$ cat config.mk
export PLATFORM = sky130hd
export DESIGN_NAME = rename_stall_hazard_logic
export DESIGN_NICKNAME = d
export VERILOG_FILES = /design/src/logic/rename_hazard_pkg.sv /design/src/logic/rename_stall_hazard_logic.sv /design/src/logic/reg_state_table.sv
export SDC_FILE = /design/constraint.sdc
export NUM_CORES = 2
export LEC_CHECK = 0
export BUFFER_PORTS_ARGS = -buffer_cell sky130_fd_sc_hd__buf_4
export CORE_UTILIZATION = 30
export DETAILED_ROUTE_END_ITERATION = 7
export PLACE_DENSITY = 0.51
export SLEW_MARGIN = 15
export SYNTH_ARGS = -nofsm -noshare
export SYNTH_HDL_FRONTEND = slang
export SYNTH_SLANG_ARGS = --single-unit
$ cat constraint.sdc
create_clock -name clock -period 19.5 [get_ports clock]
set_input_delay 0.975 -clock clock [delete_from_list [all_inputs] [get_ports clock]]
set_output_delay 0.975 -clock clock [all_outputs]
set_load 0.02 [all_outputs]
$ cat src/logic/rename_hazard_pkg.sv
// Shared types, field layouts and constants of the rename hazard logic.
// Assumes one core clock; the front end and the scheduler share these types.
package rename_hazard_pkg;

   localparam int SLOTS = 4; // Micro-ops renamed per group
   localparam int OPERANDS = 2; // Explicit source operands per micro-op
   localparam int SRCS = 3; // Operands plus the old destination value
   localparam int SRC_OLD_DST = 2; // Index of the old destination source
   localparam int READ_PORTS = 3; // Reorder buffer read ports, below SLOTS*OPERANDS
   localparam int REGS = 16; // Architectural registers tracked
   localparam int REG_W = 4;
   localparam int TAG_W = 6;
   localparam int PORT_W = 2;
   localparam int LAT_W = 3;
   localparam int WB_PORTS = 2;
   localparam int COUNT_W = 16;

   // Result latencies in core cycles
   localparam logic [LAT_W-1:0] LAT_PACKED_SINGLE_ADD = 3'h3;
   localparam logic [LAT_W-1:0] LAT_PACKED_INTEGER_AND = 3'h1;
   localparam logic [LAT_W-1:0] LAT_INT_LOAD = 3'h3;
   localparam logic [LAT_W-1:0] LAT_FP_LOAD_EXTRA = 3'h1;
   localparam logic [LAT_W-1:0] LAT_DEFAULT = 3'h1;
   localparam logic [LAT_W-1:0] LAT_BYPASS = 3'h1;
   localparam logic [COUNT_W-1:0] COUNT_STEP = 16'h0001;

   typedef enum logic [2:0] {
      W_BYTE_LO = 3'b000,
      W_BYTE_HI = 3'b001,
      W_WORD = 3'b010,
      W_DWORD = 3'b011,
      W_QWORD = 3'b100
   } width_t;

   typedef enum logic [1:0] {
      DOM_GPR = 2'b00,
      DOM_X87 = 2'b01,
      DOM_VEC_FP = 2'b10,
      DOM_VEC_INT = 2'b11
   } dom_t;

   typedef enum logic [2:0] {
      OP_OTHER = 3'b000,
      OP_PACKED_SINGLE_ADD = 3'b001,
      OP_PACKED_INTEGER_AND = 3'b010,
      OP_INT_LOAD = 3'b011,
      OP_FP_LOAD = 3'b100
   } op_t;

   // Pieces of a register written separately since its last full write
   typedef struct packed {
      logic low_byte;
      logic high_byte;
      logic word;
   } pieces_t;

   typedef struct packed {
      logic in_flight; // Producer not yet written back
      logic [TAG_W-1:0] tag; // Reorder buffer entry of the last producer
      dom_t dom; // Execution domain of the last producer
      pieces_t pieces;
   } reg_state_t;

   typedef struct packed {
      logic used;
      logic [REG_W-1:0] regno;
      width_t width;
   } src_t;

   typedef struct packed {
      logic valid;
      op_t op;
      dom_t dom;
      logic dst_used;
      logic [REG_W-1:0] dst_reg;
      width_t dst_width;
      logic zero_ext; // Zero-extending move into the destination
      logic [TAG_W-1:0] tag;
      src_t [OPERANDS-1:0] src;
   } uop_t;

   typedef struct packed {
      logic used;
      logic from_rob; // Read through a reorder buffer port
      logic [PORT_W-1:0] port;
      logic [TAG_W-1:0] tag; // Producer to capture when in flight
   } rs_src_t;

   typedef struct packed {
      logic valid;
      op_t op;
      dom_t dom;
      logic [TAG_W-1:0] tag;
      logic [LAT_W-1:0] latency;
      rs_src_t [SRCS-1:0] src;
   } rs_uop_t;

   typedef struct packed {
      logic valid;
      logic [REG_W-1:0] regno;
      logic [TAG_W-1:0] tag;
      dom_t dom;
      width_t width;
      logic zero_ext;
   } wr_t;

   typedef struct packed {
      logic valid;
      logic [REG_W-1:0] regno;
      logic [TAG_W-1:0] tag;
   } wb_t;

   typedef struct packed {
      logic valid;
      logic [TAG_W-1:0] tag;
   } rob_read_t;

   // Quadword access exists only in 64-bit mode
   function automatic width_t eff_width(input width_t w, input logic mode64);
      eff_width = (w == W_QWORD && !mode64) ? W_DWORD : w;
   endfunction : eff_width

   // Double-word, quadword and zero-extending writes replace the whole register
   function automatic logic full_write(input width_t w, input logic zext);
      full_write = zext || w == W_DWORD || w == W_QWORD;
   endfunction : full_write

   function automatic pieces_t next_pieces(input pieces_t p, input width_t w,
                                           input logic zext);
      pieces_t n;
      n = p;
      if (full_write(w, zext)) begin
         n = '0;
      end else if (w == W_WORD) begin
         n = '{low_byte: 1'b0, high_byte: 1'b0, word: 1'b1};
      end else if (w == W_BYTE_HI) begin
         n.high_byte = 1'b1;
      end else begin
         n.low_byte = 1'b1;
      end
      next_pieces = n;
   endfunction : next_pieces

   // A read wider than a separately written piece must wait for a fold
   function automatic logic needs_merge(input pieces_t p, input width_t w);
      if (w == W_WORD) begin
         needs_merge = p.low_byte || p.high_byte;
      end else if (w == W_DWORD || w == W_QWORD) begin
         needs_merge = p.low_byte || p.high_byte || p.word;
      end else begin
         needs_merge = 1'b0;
      end
   endfunction : needs_merge

   // Crossing between two different domains other than DOM_GPR costs a bypass cycle
   function automatic logic crosses(input dom_t a, input dom_t b);
      crosses = a != b && a != DOM_GPR && b != DOM_GPR;
   endfunction : crosses

endpackage : rename_hazard_pkg

$ cat src/logic/rename_stall_hazard_logic.sv
// Rename stage hazard logic: read port arbitration, partial register folds,
// bypass latency between execution domains.
// Assumes the front end holds a group until taken and writebacks carry tags.
`timescale 1ns/1ps
module rename_stall_hazard_logic
   import rename_hazard_pkg::*;
(
   input wire logic clock, // Core clock, 250 MHz
   input wire logic rst, // Asynchronous reset, active high
   input wire logic mode64, // 64-bit mode enables quadword access
   input wire logic group_valid, // Front end offers a group
   input wire uop_t [SLOTS-1:0] group, // Offered micro-ops, oldest in slot 0
   output logic group_ready, // Group taken when valid and ready
   input wire wb_t [WB_PORTS-1:0] wb, // Writebacks into the reorder buffer
   output rs_uop_t [SLOTS-1:0] rs_out, // Renamed micro-ops to the stations
   output rob_read_t [READ_PORTS-1:0] rob_rd, // Reorder buffer read port requests
   output logic read_port_stall_event, // Pulse: stall for read ports
   output logic merge_stall_event, // Pulse: stall for a register fold
   output logic [COUNT_W-1:0] read_port_stall_count // Read port stalls so far
);

   reg_state_t [REGS-1:0] table_state;
   uop_t [SLOTS-1:0] held;
   uop_t [SLOTS-1:0] next_held;
   logic next_group_ready;
   rs_uop_t [SLOTS-1:0] next_rs_out;
   rob_read_t [READ_PORTS-1:0] next_rob_rd;
   logic next_read_port_stall_event;
   logic next_merge_stall_event;
   logic [COUNT_W-1:0] next_read_port_stall_count;
   wr_t [SLOTS-1:0] table_wr;
   logic merge_valid;
   logic [REG_W-1:0] merge_reg;

   // Producer state of every architectural register
   reg_state_table u_table (
      .clock(clock),
      .rst(rst),
      .wr(table_wr),
      .merge_valid(merge_valid),
      .merge_reg(merge_reg),
      .wb(wb),
      .state(table_state)
   );

   // Base latency of a micro-op by class
   function automatic logic [LAT_W-1:0] base_latency(input op_t op);
      logic [LAT_W-1:0] lat;
      lat = LAT_DEFAULT;
      if (op == OP_PACKED_SINGLE_ADD) begin
         lat = LAT_PACKED_SINGLE_ADD;
      end else if (op == OP_PACKED_INTEGER_AND) begin
         lat = LAT_PACKED_INTEGER_AND;
      end else if (op == OP_INT_LOAD) begin
         lat = LAT_INT_LOAD;
      end else if (op == OP_FP_LOAD) begin
         lat = LAT_INT_LOAD + LAT_FP_LOAD_EXTRA;
      end
      base_latency = lat;
   endfunction : base_latency

   // Rename of the held group, oldest first, stopping at the first stall
   always_comb begin
      reg_state_t [REGS-1:0] ls;
      src_t [SRCS-1:0] srcs;
      rs_uop_t ru;
      reg_state_t st;
      logic blocked;
      logic ok;
      logic fold;
      logic bypass;
      logic hit;
      logic [REG_W-1:0] fold_reg;
      int used;
      int t_used;
      logic [REG_W-1:0] port_reg [READ_PORTS];
      logic [REG_W-1:0] t_reg [READ_PORTS];
      logic [TAG_W-1:0] t_tag [READ_PORTS];
      logic [PORT_W-1:0] port;
      width_t dst_w;
      logic any_left;

      ls = table_state;
      blocked = 1'b0;
      used = 0;
      for (int p = 0; p < READ_PORTS; p++) begin
         port_reg[p] = '0;
         t_reg[p] = '0;
         t_tag[p] = '0;
      end
      srcs = '0;
      ru = '0;
      st = '0;
      ok = 1'b0;
      fold = 1'b0;
      bypass = 1'b0;
      hit = 1'b0;
      fold_reg = '0;
      t_used = 0;
      port = '0;
      dst_w = W_BYTE_LO;
      any_left = 1'b0;
      next_held = held;
      next_rs_out = '0;
      next_rob_rd = '0;
      table_wr = '0;
      merge_valid = 1'b0;
      merge_reg = '0;
      next_read_port_stall_event = 1'b0;
      next_merge_stall_event = 1'b0;
      next_read_port_stall_count = read_port_stall_count;

      for (int i = 0; i < SLOTS; i++) begin
         if (held[i].valid && !blocked) begin
            dst_w = eff_width(held[i].dst_width, mode64);
            srcs[0] = held[i].src[0];
            srcs[1] = held[i].src[1];
            srcs[0].width = eff_width(held[i].src[0].width, mode64);
            srcs[1].width = eff_width(held[i].src[1].width, mode64);
            // Partial writes also read the old destination
            srcs[SRC_OLD_DST].used = held[i].dst_used &&
                                     !full_write(dst_w, held[i].zero_ext);
            srcs[SRC_OLD_DST].regno = held[i].dst_reg;
            srcs[SRC_OLD_DST].width = dst_w;
            ru = '0;
            ru.valid = 1'b1;
            ru.op = held[i].op;
            ru.dom = held[i].dom;
            ru.tag = held[i].tag;
            ok = 1'b1;
            fold = 1'b0;
            bypass = 1'b0;
            fold_reg = '0;
            t_used = used;
            for (int p = 0; p < READ_PORTS; p++) begin
               t_reg[p] = port_reg[p];
               t_tag[p] = next_rob_rd[p].tag;
            end
            for (int s = 0; s < SRCS; s++) begin
               if (srcs[s].used) begin
                  st = ls[srcs[s].regno];
                  ru.src[s].used = 1'b1;
                  ru.src[s].tag = st.tag;
                  if (s != SRC_OLD_DST && needs_merge(st.pieces, srcs[s].width)) begin
                     fold = 1'b1;
                     fold_reg = srcs[s].regno;
                  end
                  if (crosses(st.dom, held[i].dom)) begin
                     bypass = 1'b1;
                  end
                  if (!st.in_flight) begin
                     // Written back: share a granted port or take a new one
                     hit = 1'b0;
                     port = '0;
                     for (int p = 0; p < READ_PORTS; p++) begin
                        if (p < t_used && t_reg[p] == srcs[s].regno && !hit) begin
                           hit = 1'b1;
                           port = PORT_W'(p);
                        end
                     end
                     if (!hit) begin
                        if (t_used >= READ_PORTS) begin
                           ok = 1'b0;
                        end else begin
                           port = PORT_W'(t_used);
                           t_reg[t_used] = srcs[s].regno;
                           t_tag[t_used] = st.tag;
                           t_used = t_used + 1;
                        end
                     end
                     ru.src[s].from_rob = 1'b1;
                     ru.src[s].port = port;
                  end else begin
                     ru.src[s].from_rob = 1'b0;
                  end
               end
            end
            if (fold) begin
               // Fold the pieces this cycle, retry next cycle
               blocked = 1'b1;
               merge_valid = 1'b1;
               merge_reg = fold_reg;
               next_merge_stall_event = 1'b1;
            end else if (!ok) begin
               blocked = 1'b1;
               next_read_port_stall_event = 1'b1;
               next_read_port_stall_count = read_port_stall_count + COUNT_STEP;
            end else begin
               // Commit ports, output and destination state
               used = t_used;
               for (int p = 0; p < READ_PORTS; p++) begin
                  port_reg[p] = t_reg[p];
                  next_rob_rd[p].tag = t_tag[p];
                  next_rob_rd[p].valid = p < t_used;
               end
               ru.latency = base_latency(held[i].op) + (bypass ? LAT_BYPASS : '0);
               next_rs_out[i] = ru;
               next_held[i].valid = 1'b0;
               if (held[i].dst_used) begin
                  table_wr[i].valid = 1'b1;
                  table_wr[i].regno = held[i].dst_reg;
                  table_wr[i].tag = held[i].tag;
                  table_wr[i].dom = held[i].dom;
                  table_wr[i].width = dst_w;
                  table_wr[i].zero_ext = held[i].zero_ext;
                  ls[held[i].dst_reg].in_flight = 1'b1;
                  ls[held[i].dst_reg].tag = held[i].tag;
                  ls[held[i].dst_reg].dom = held[i].dom;
                  ls[held[i].dst_reg].pieces = next_pieces(ls[held[i].dst_reg].pieces,
                                                           dst_w, held[i].zero_ext);
               end
            end
         end
      end

      // Take a new group only when the held one is empty
      any_left = 1'b0;
      for (int i = 0; i < SLOTS; i++) begin
         any_left = any_left || next_held[i].valid;
      end
      if (group_ready && group_valid) begin
         next_held = group;
         any_left = 1'b0;
         for (int i = 0; i < SLOTS; i++) begin
            any_left = any_left || group[i].valid;
         end
      end
      next_group_ready = !any_left;
   end

   // Rename stage registers
   always_ff @(posedge clock or posedge rst) begin
      if (rst) begin
         held <= '0;
         group_ready <= 1'b1;
         rs_out <= '0;
         rob_rd <= '0;
         read_port_stall_event <= 1'b0;
         merge_stall_event <= 1'b0;
         read_port_stall_count <= '0;
      end else begin
         held <= next_held;
         group_ready <= next_group_ready;
         rs_out <= next_rs_out;
         rob_rd <= next_rob_rd;
         read_port_stall_event <= next_read_port_stall_event;
         merge_stall_event <= next_merge_stall_event;
         read_port_stall_count <= next_read_port_stall_count;
      end
   end

endmodule : rename_stall_hazard_logic

$ cat src/logic/reg_state_table.sv
// Per-register producer state: in flight or written back, domain, pieces.
// Assumes writes arrive in program order and writebacks carry producer tags.
`timescale 1ns/1ps
module reg_state_table
   import rename_hazard_pkg::*;
(
   input wire logic clock, // Core clock
   input wire logic rst, // Asynchronous reset
   input wire wr_t [SLOTS-1:0] wr, // Renamed destination writes, oldest first
   input wire logic merge_valid, // Fold the pieces of one register
   input wire logic [REG_W-1:0] merge_reg, // Register to fold
   input wire wb_t [WB_PORTS-1:0] wb, // Results written back to the reorder buffer
   output reg_state_t [REGS-1:0] state // Registered state of every register
);

   genvar e;
   generate
      for (e = 0; e < REGS; e++) begin : g_entry
         reg_state_t next_entry;

         // Writeback first, then renames, so a new producer wins
         always_comb begin
            next_entry = state[e];
            for (int w = 0; w < WB_PORTS; w++) begin
               if (wb[w].valid && wb[w].regno == REG_W'(e) && wb[w].tag == state[e].tag) begin
                  next_entry.in_flight = 1'b0;
               end
            end
            for (int s = 0; s < SLOTS; s++) begin
               if (wr[s].valid && wr[s].regno == REG_W'(e)) begin
                  next_entry.in_flight = 1'b1;
                  next_entry.tag = wr[s].tag;
                  next_entry.dom = wr[s].dom;
                  next_entry.pieces = next_pieces(next_entry.pieces, wr[s].width,
                                                  wr[s].zero_ext);
               end
            end
            if (merge_valid && merge_reg == REG_W'(e)) begin
               next_entry.pieces = '0;
            end
         end

         // Entry register
         always_ff @(posedge clock or posedge rst) begin
            if (rst) begin
               state[e] <= '0;
            end else begin
               state[e] <= next_entry;
            end
         end
      end
   endgenerate

endmodule : reg_state_table

* Word-level counts from Yosys, hierarchy flattened
Index checks and enable logic that the tools add are counted. Widths: inputs -> output; s select.
Word-level totals: register bits 560, bits of input ports 174, output and inout port bits 220, logic and storage cells 2281
Cells by class: add/sub/neg operators 16, magnitude comparators 93, eq/ne operators 262, muxes and demuxes 1279, bitwise gates (word level) 11, reduce and logical (&&, ||, !) cells 390
Operator list (number):
- $bwmux 192 | 12
- $mux 192 | 12
- $mux 32 | 65
- $mux 12 | 135
- $mux 18 | 51
- $bmux 12 s4 | 15
- $ge 32x3->1 const B | 22
- $demux 12 s4 | 12
- $mux 1 | 560
- $mux 45 | 12
- $lt 1x32->1 const A | 15
- $lt 2x32->1 const A | 15
- $lt 3x32->1 const A | 15
- $mux 3 | 141
- $add 32x2->32 const B | 11
- $lt 32x1->1 const B | 11
- $not 32->32 | 11
- $mux 17 | 16
- $logic_and 1x1->1 | 257
- $mux 21 | 12
- $eq 4x4->1 const B | 56
- $mux 2 | 111
- $bwmux 18 | 11
- $eq 6x6->1 | 32
- other kinds (28) | 441

* Longest topological paths before layout
depth after elaboration 277, depth in mapped cells 57, gate-level depth less buffers 46

* Hierarchy
Synthesis repeated with hierarchy kept, for this count alone.
Unflattened totals: cell total of the unflattened synthesis 7275, area total of the unflattened synthesis 61381.4 um^2
By module, submodules not included:
- rename_stall_hazard_logic | times used 1, cells an instance 5099, area each 44655.3 um^2
- reg_state_table | times used 1, cells an instance 2176, area each 16726.0 um^2

* Least setup slack after synthesis
No wires, ideal clock.
path kind register to register, start point register held[11] (netlist bit), end point register u_table.state[10] (netlist bit), library setup time 0.125 ns, data arrival time 11.425 ns, data required time 19.375 ns, setup slack 7.950 ns, stages on the path, launching flop included 48, path buffers 9, path through dfrtp_1 > buf_2 > buf_6 > mux4_2 > a31oi_1 > o31ai_1 > a21o_1 > buf_2 > buf_2 > buf_4 > a31oi_2 > o22ai_1 > o41ai_1 > o211ai_1 > a31o_2 > a31o_2 > a311oi_2 > a21oi_1 > [12 not listed] > a2111oi_4 > buf_6 > buf_6 > o21ai_1 > o31ai_1 > o21ai_2 > a21o_2 > nor3_4 > mux2_2 > a31oi_1 > a41oi_1 > xnor2_1 > nand4_1 > a41oi_2 > and3_1 > buf_2 > buf_2 > mux2_2
On the way: longest elaborated chain between the ends 257, elaborated cells between the ends (all ways) 676, classes of those cells add/sub: 9; order compare: 58; eq/ne: 31; mux: 453; bitwise: 9; reduce/logical: 116
RTL lines:
- start: declaration | line rename_stall_hazard_logic.sv:23 | uop_t [SLOTS-1:0] held;
- start signal: assignment | line rename_stall_hazard_logic.sv:242 | held <= next_held;
- $eq 4x4->1 | line rename_stall_hazard_logic.sv:156 | if (p < t_used && t_reg[p] == srcs[s].regno && !hit) begin
- $logic_and 1x1->1 | line rename_stall_hazard_logic.sv:156
- $mux 1 | line rename_stall_hazard_logic.sv:156
- $mux 1 | line rename_stall_hazard_logic.sv:151 | if (!st.in_flight) begin
- $mux 1 | line rename_stall_hazard_logic.sv:140 | if (srcs[s].used) begin
- $mux 1 | line rename_stall_hazard_logic.sv:114 | if (held[i].valid && !blocked) begin
- $logic_not 1->1 | line rename_stall_hazard_logic.sv:156
- $logic_and 1x1->1 | line rename_stall_hazard_logic.sv:156
- [241 not listed]
- $mux 1 | line rename_stall_hazard_logic.sv:140
- $mux 1 | line rename_stall_hazard_logic.sv:114
- $mux 17 | line rename_stall_hazard_logic.sv:184 | end else if (!ok) begin
- $mux 17 | line rename_stall_hazard_logic.sv:178 | if (fold) begin
- $mux 17 | line rename_stall_hazard_logic.sv:114
- $logic_not 4->1 | line reg_state_table.sv:30 | if (wr[s].valid && wr[s].regno == REG_W'(e)) begin
- $logic_and 1x1->1 | line reg_state_table.sv:30
- $reduce_bool 4->1 (no line) / $mux 12 (equally long branches)
- end signal: indexed assignment | line reg_state_table.sv:48 | state[e] <= next_entry;
- end: declaration | line reg_state_table.sv:13 | output reg_state_t [REGS-1:0] state
Parallel ways exist; a longest one is shown, timed or not. The select of a mux whose other input is x is not followed. A chain may end at the register's enable or synchronous reset.

* Worst setup path in the final report
start point register held[5] (netlist bit), end point register u_table.state[135] (netlist bit)
On the way: longest elaborated chain between the ends 262, elaborated cells between the ends (all ways) 696, classes of those cells add/sub: 10; order compare: 64; eq/ne: 35; mux: 465; bitwise: 10; reduce/logical: 112
RTL lines:
- $bmux 12 s4 | line rename_stall_hazard_logic.sv:141 | st = ls[srcs[s].regno];
- $mux 12 (implied by the code) | line rename_stall_hazard_logic.sv:141
- $mux 1 / $mux 4 (equally long branches) | line rename_stall_hazard_logic.sv:151
- $mux 1 / $mux 4 (equally long branches) | line rename_stall_hazard_logic.sv:140
- $mux 32 / $mux 4 (equally long branches) | line rename_stall_hazard_logic.sv:114
- $lt 1x32->1 / $eq 4x4->1 (equally long branches) | line rename_stall_hazard_logic.sv:156
- $logic_and 1x1->1 | line rename_stall_hazard_logic.sv:156
- $mux 1 | line rename_stall_hazard_logic.sv:156
- [246 not listed]
- $mux 1 | line rename_stall_hazard_logic.sv:140
- $mux 1 | line rename_stall_hazard_logic.sv:114
- $mux 17 | line rename_stall_hazard_logic.sv:184
- $mux 17 | line rename_stall_hazard_logic.sv:178
- $mux 17 | line rename_stall_hazard_logic.sv:114
- $eq 4x4->1 | line reg_state_table.sv:30
- $logic_and 1x1->1 | line reg_state_table.sv:30
- $reduce_bool 4->1 (no line) / $mux 12 (equally long branches)
Parallel ways exist; a longest one is shown, timed or not. The select of a mux whose other input is x is not followed.

==> results.sh <==
export IMPL_synth_main_ff_cell="dfrtp_1"
export IMPL_synth_edf_count=0
export IMPL_slew_violations=0
export IMPL_r2r_start="held[5]"
export IMPL_synth_top_area_share_pct=25.02
export IMPL_crit_slowest_cell="a31oi_1"
export IMPL_hpwl_mm=265.1
export IMPL_cts_max_level=3
export IMPL_setup_viol=0
export IMPL_clk_pin_slew_ns=0.06
export IMPL_cts_root_buf="clkbuf_16"
export IMPL_n_fill_cell=18920
export IMPL_fin_hold_ws_ns=0.2648
export IMPL_grt_total_usage_pct=37.81
export IMPL_drive_above_1_share_pct=23.92
export IMPL_core_area_um2=183700
export IMPL_hold_path_class="input port to asynchronous set/reset pin"
export IMPL_fp_row_count=157
export IMPL_crit_path_start_kind="register"
export IMPL_vdd_drop_max_mv=0.08719
export IMPL_finClkSkew_ns=0.06277
export IMPL_p_leak_uw=0.02657
export IMPL_cts_made_buffers=73
export IMPL_grt_setup_unrepaired="no"
export IMPL_drt_initial_drc_count=10050
export IMPL_drc=11
export IMPL_netlist_instances=6234
export IMPL_syn_avg_cell_area_um2=8.920
export IMPL_initial_utilization_pct=30.28
export IMPL_critPathCaptureType="register"
export IMPL_yosysMostFrequentCell="nand2_1"
export IMPL_status="finished with violations"
export IMPL_worst_path_most_repeated_cell="a21oi_1"
export IMPL_grt_pass1_vias=58200
export IMPL_cp_max_fo=42
export IMPL_slew_headroom_pct=7.029
export IMPL_synth_seq_cells=557
export IMPL_cts_hold_buf=0
export IMPL_ios=394
export IMPL_violations="design-rule violations"
export IMPL_grt_pass1_wl_mm=487.1
export IMPL_synth_seq_area_share_pct=25.07
export IMPL_max_freq_ghz=0.05532
export IMPL_via_per_inst=6.844
export IMPL_vias=60830
export IMPL_portBuffers=389
export IMPL_path_buf_inv=2
export IMPL_required_ns=20.11
export IMPL_die_w_um=432.5
export IMPL_crit_family="compound AO/OA/AOI/OAI gates"
export IMPL_synthToLayoutAreaGrowth_pct=15.50
export IMPL_tightest_slew_ns=1.380
export IMPL_r2r_setup_slack_ns=1.42
export IMPL_clk_latency_ns=0.81
export IMPL_cts_tree="yes"
export IMPL_gp_congestion=1.097
export IMPL_wire_per_inst_um=40.71
export IMPL_critPathArrivalTime_ns=18.68
export IMPL_synth_area_top_cells="dfrtp_1, mux4_2, nand2_1"
export IMPL_grt_ovfl_total=0
export IMPL_fp_dieH_um=432.5
export IMPL_period_minus_slack_ns=18.08
export IMPL_yosys_warnings=0
export IMPL_drv_cap=0
export IMPL_synth_distinct_cells=133
export IMPL_grt_max_degree=132
export IMPL_setup_tns_ns=0
export IMPL_dieArea_um2=187100
export IMPL_async_reset_ff_share_pct=100.0
export IMPL_drtPass1Iterations=8
export IMPL_cts_num_sinks=557
export IMPL_worst_r2r_endpoint="u_table.state[135]"
export IMPL_cts_buffer_depth=3
export IMPL_cts_repair_resized=0
export IMPL_p_per_area_nw_per_um2=203.9
export IMPL_post_cts_buffers=0
export IMPL_period_share_pct=92.70
export IMPL_nNetsFinal=6530
export IMPL_syn_cell_area_um2=55610
export IMPL_finalHoldViolCount=0
export IMPL_crit_type="register to register"
export IMPL_slowest_delay_ns=0.86
export IMPL_antenna_found_initial=25
export IMPL_ant_nets=0
export IMPL_synth_common_cells="nand2_1, dfrtp_1, mux4_2"
export IMPL_yosysTopAreaCell="dfrtp_1"
export IMPL_rr_worst_depth=41
export IMPL_drt_wl_total_mm=361.8
==> logic make-up (layout without fill, tap and decap cells) <==
group,Yosys count,in the layout,share of synthesized area (%)
other cells,1,20,0.006744
compound gates,1638,1638,19.34
fa+ha+maj,10,10,0.2205
simple gates,2140,2140,17.41
xor+xnor,298,298,4.694
flops,557,557,25.07
mux,879,879,28.06
buf+inv,711,881,5.209
==> worst max path at each step <==
stage / startpoint / to / slack (ns) / depth (start not counted)
finish: held[5] / u_table.state[135] / 1.42 / 41
global route: held[5] / u_table.state[135] / 0.94 / 41
CTS: held[5] / u_table.state[20] / 2.50 / 41
detailed placement: held[5] / u_table.state[20] / 2.54 / 41
global placement: held[5] / u_table.state[20] / 2.69 / 41
floorplan: rst / held[0] / 2.95 / 1
==> power breakdown <==
part | total (uW) | internal (uW) | switching, uW
logic | 8800 | 3090 | 5710
clock network | 1610 | 950 | 658
registers | 2690 | 1530 | 1160
total | 13100 | 5560 | 7530
==> stage by stage <==
stage               area, um^2  util (%)  total power, uW  worst slack [ns]  std cells
global route             64190     34.95            13270            0.9377       8872
finish                   64230     34.97            13100             1.424       8887
CTS                      64170     34.94            12520             2.503       8869
floorplan                55610         -             7312             2.951       6236
detailed placement       61410     33.43            10900             2.544       8735
global placement         61400     33.43            10840             2.687       8735
==> registers in the layout, summed over array words and instances (netlist names) <==
| name | count |
|---|---|
| rs_out | 177 |
| rob_rd | 21 |
| group_ready | 1 |
| held | 148 |
| merge_stall_event | 1 |
| read_port_stall_count | 16 |
| read_port_stall_event | 1 |
| u_table.state | 192 |
==> area by class of cell <==
cell class | count | area (um^2) | share of cell area (%)
Tap cell | 2464 | 3083 | 4.800
Sequential cell | 557 | 13990 | 21.78
Antenna cell | 17 | 42.54 | 0.06623
Clock buffer | 93 | 1992 | 3.101
Timing Repair Buffer | 626 | 4737 | 7.375
Multi-Input combinational cell | 4968 | 39150 | 60.95
Clock inverter | 41 | 773.2 | 1.204
Inverter | 121 | 461.7 | 0.7188
==> per-layer routing <==
layer / vias up / GRT usage, % / wire [um]
met5: - / 0.1041 / 183
met2: 5300 / 55.34 / 152000
met1: 30090 / 43.45 / 123600
met4: 26 / 30.56 / 36650
li1: 23720 / - / -
met3: 1692 / 15.21 / 49380
==> placed cells by master (no fill, tap or decap), types with 73 or more instances in the layout <==
master	instances
inv_1	92
nand2_1	916
dfrtp_1	532
mux2i_1	304
nor3_1	91
a21oi_1	398
mux4_2	540
a31oi_1	136
clkbuf_16	73
xnor2_1	182
and3_1	97
xor2_1	116
a211oi_1	85
nand3_1	138
o21ai_0	442
buf_4	623
nor2_1	520
Power figures use the tool's default switching activity.
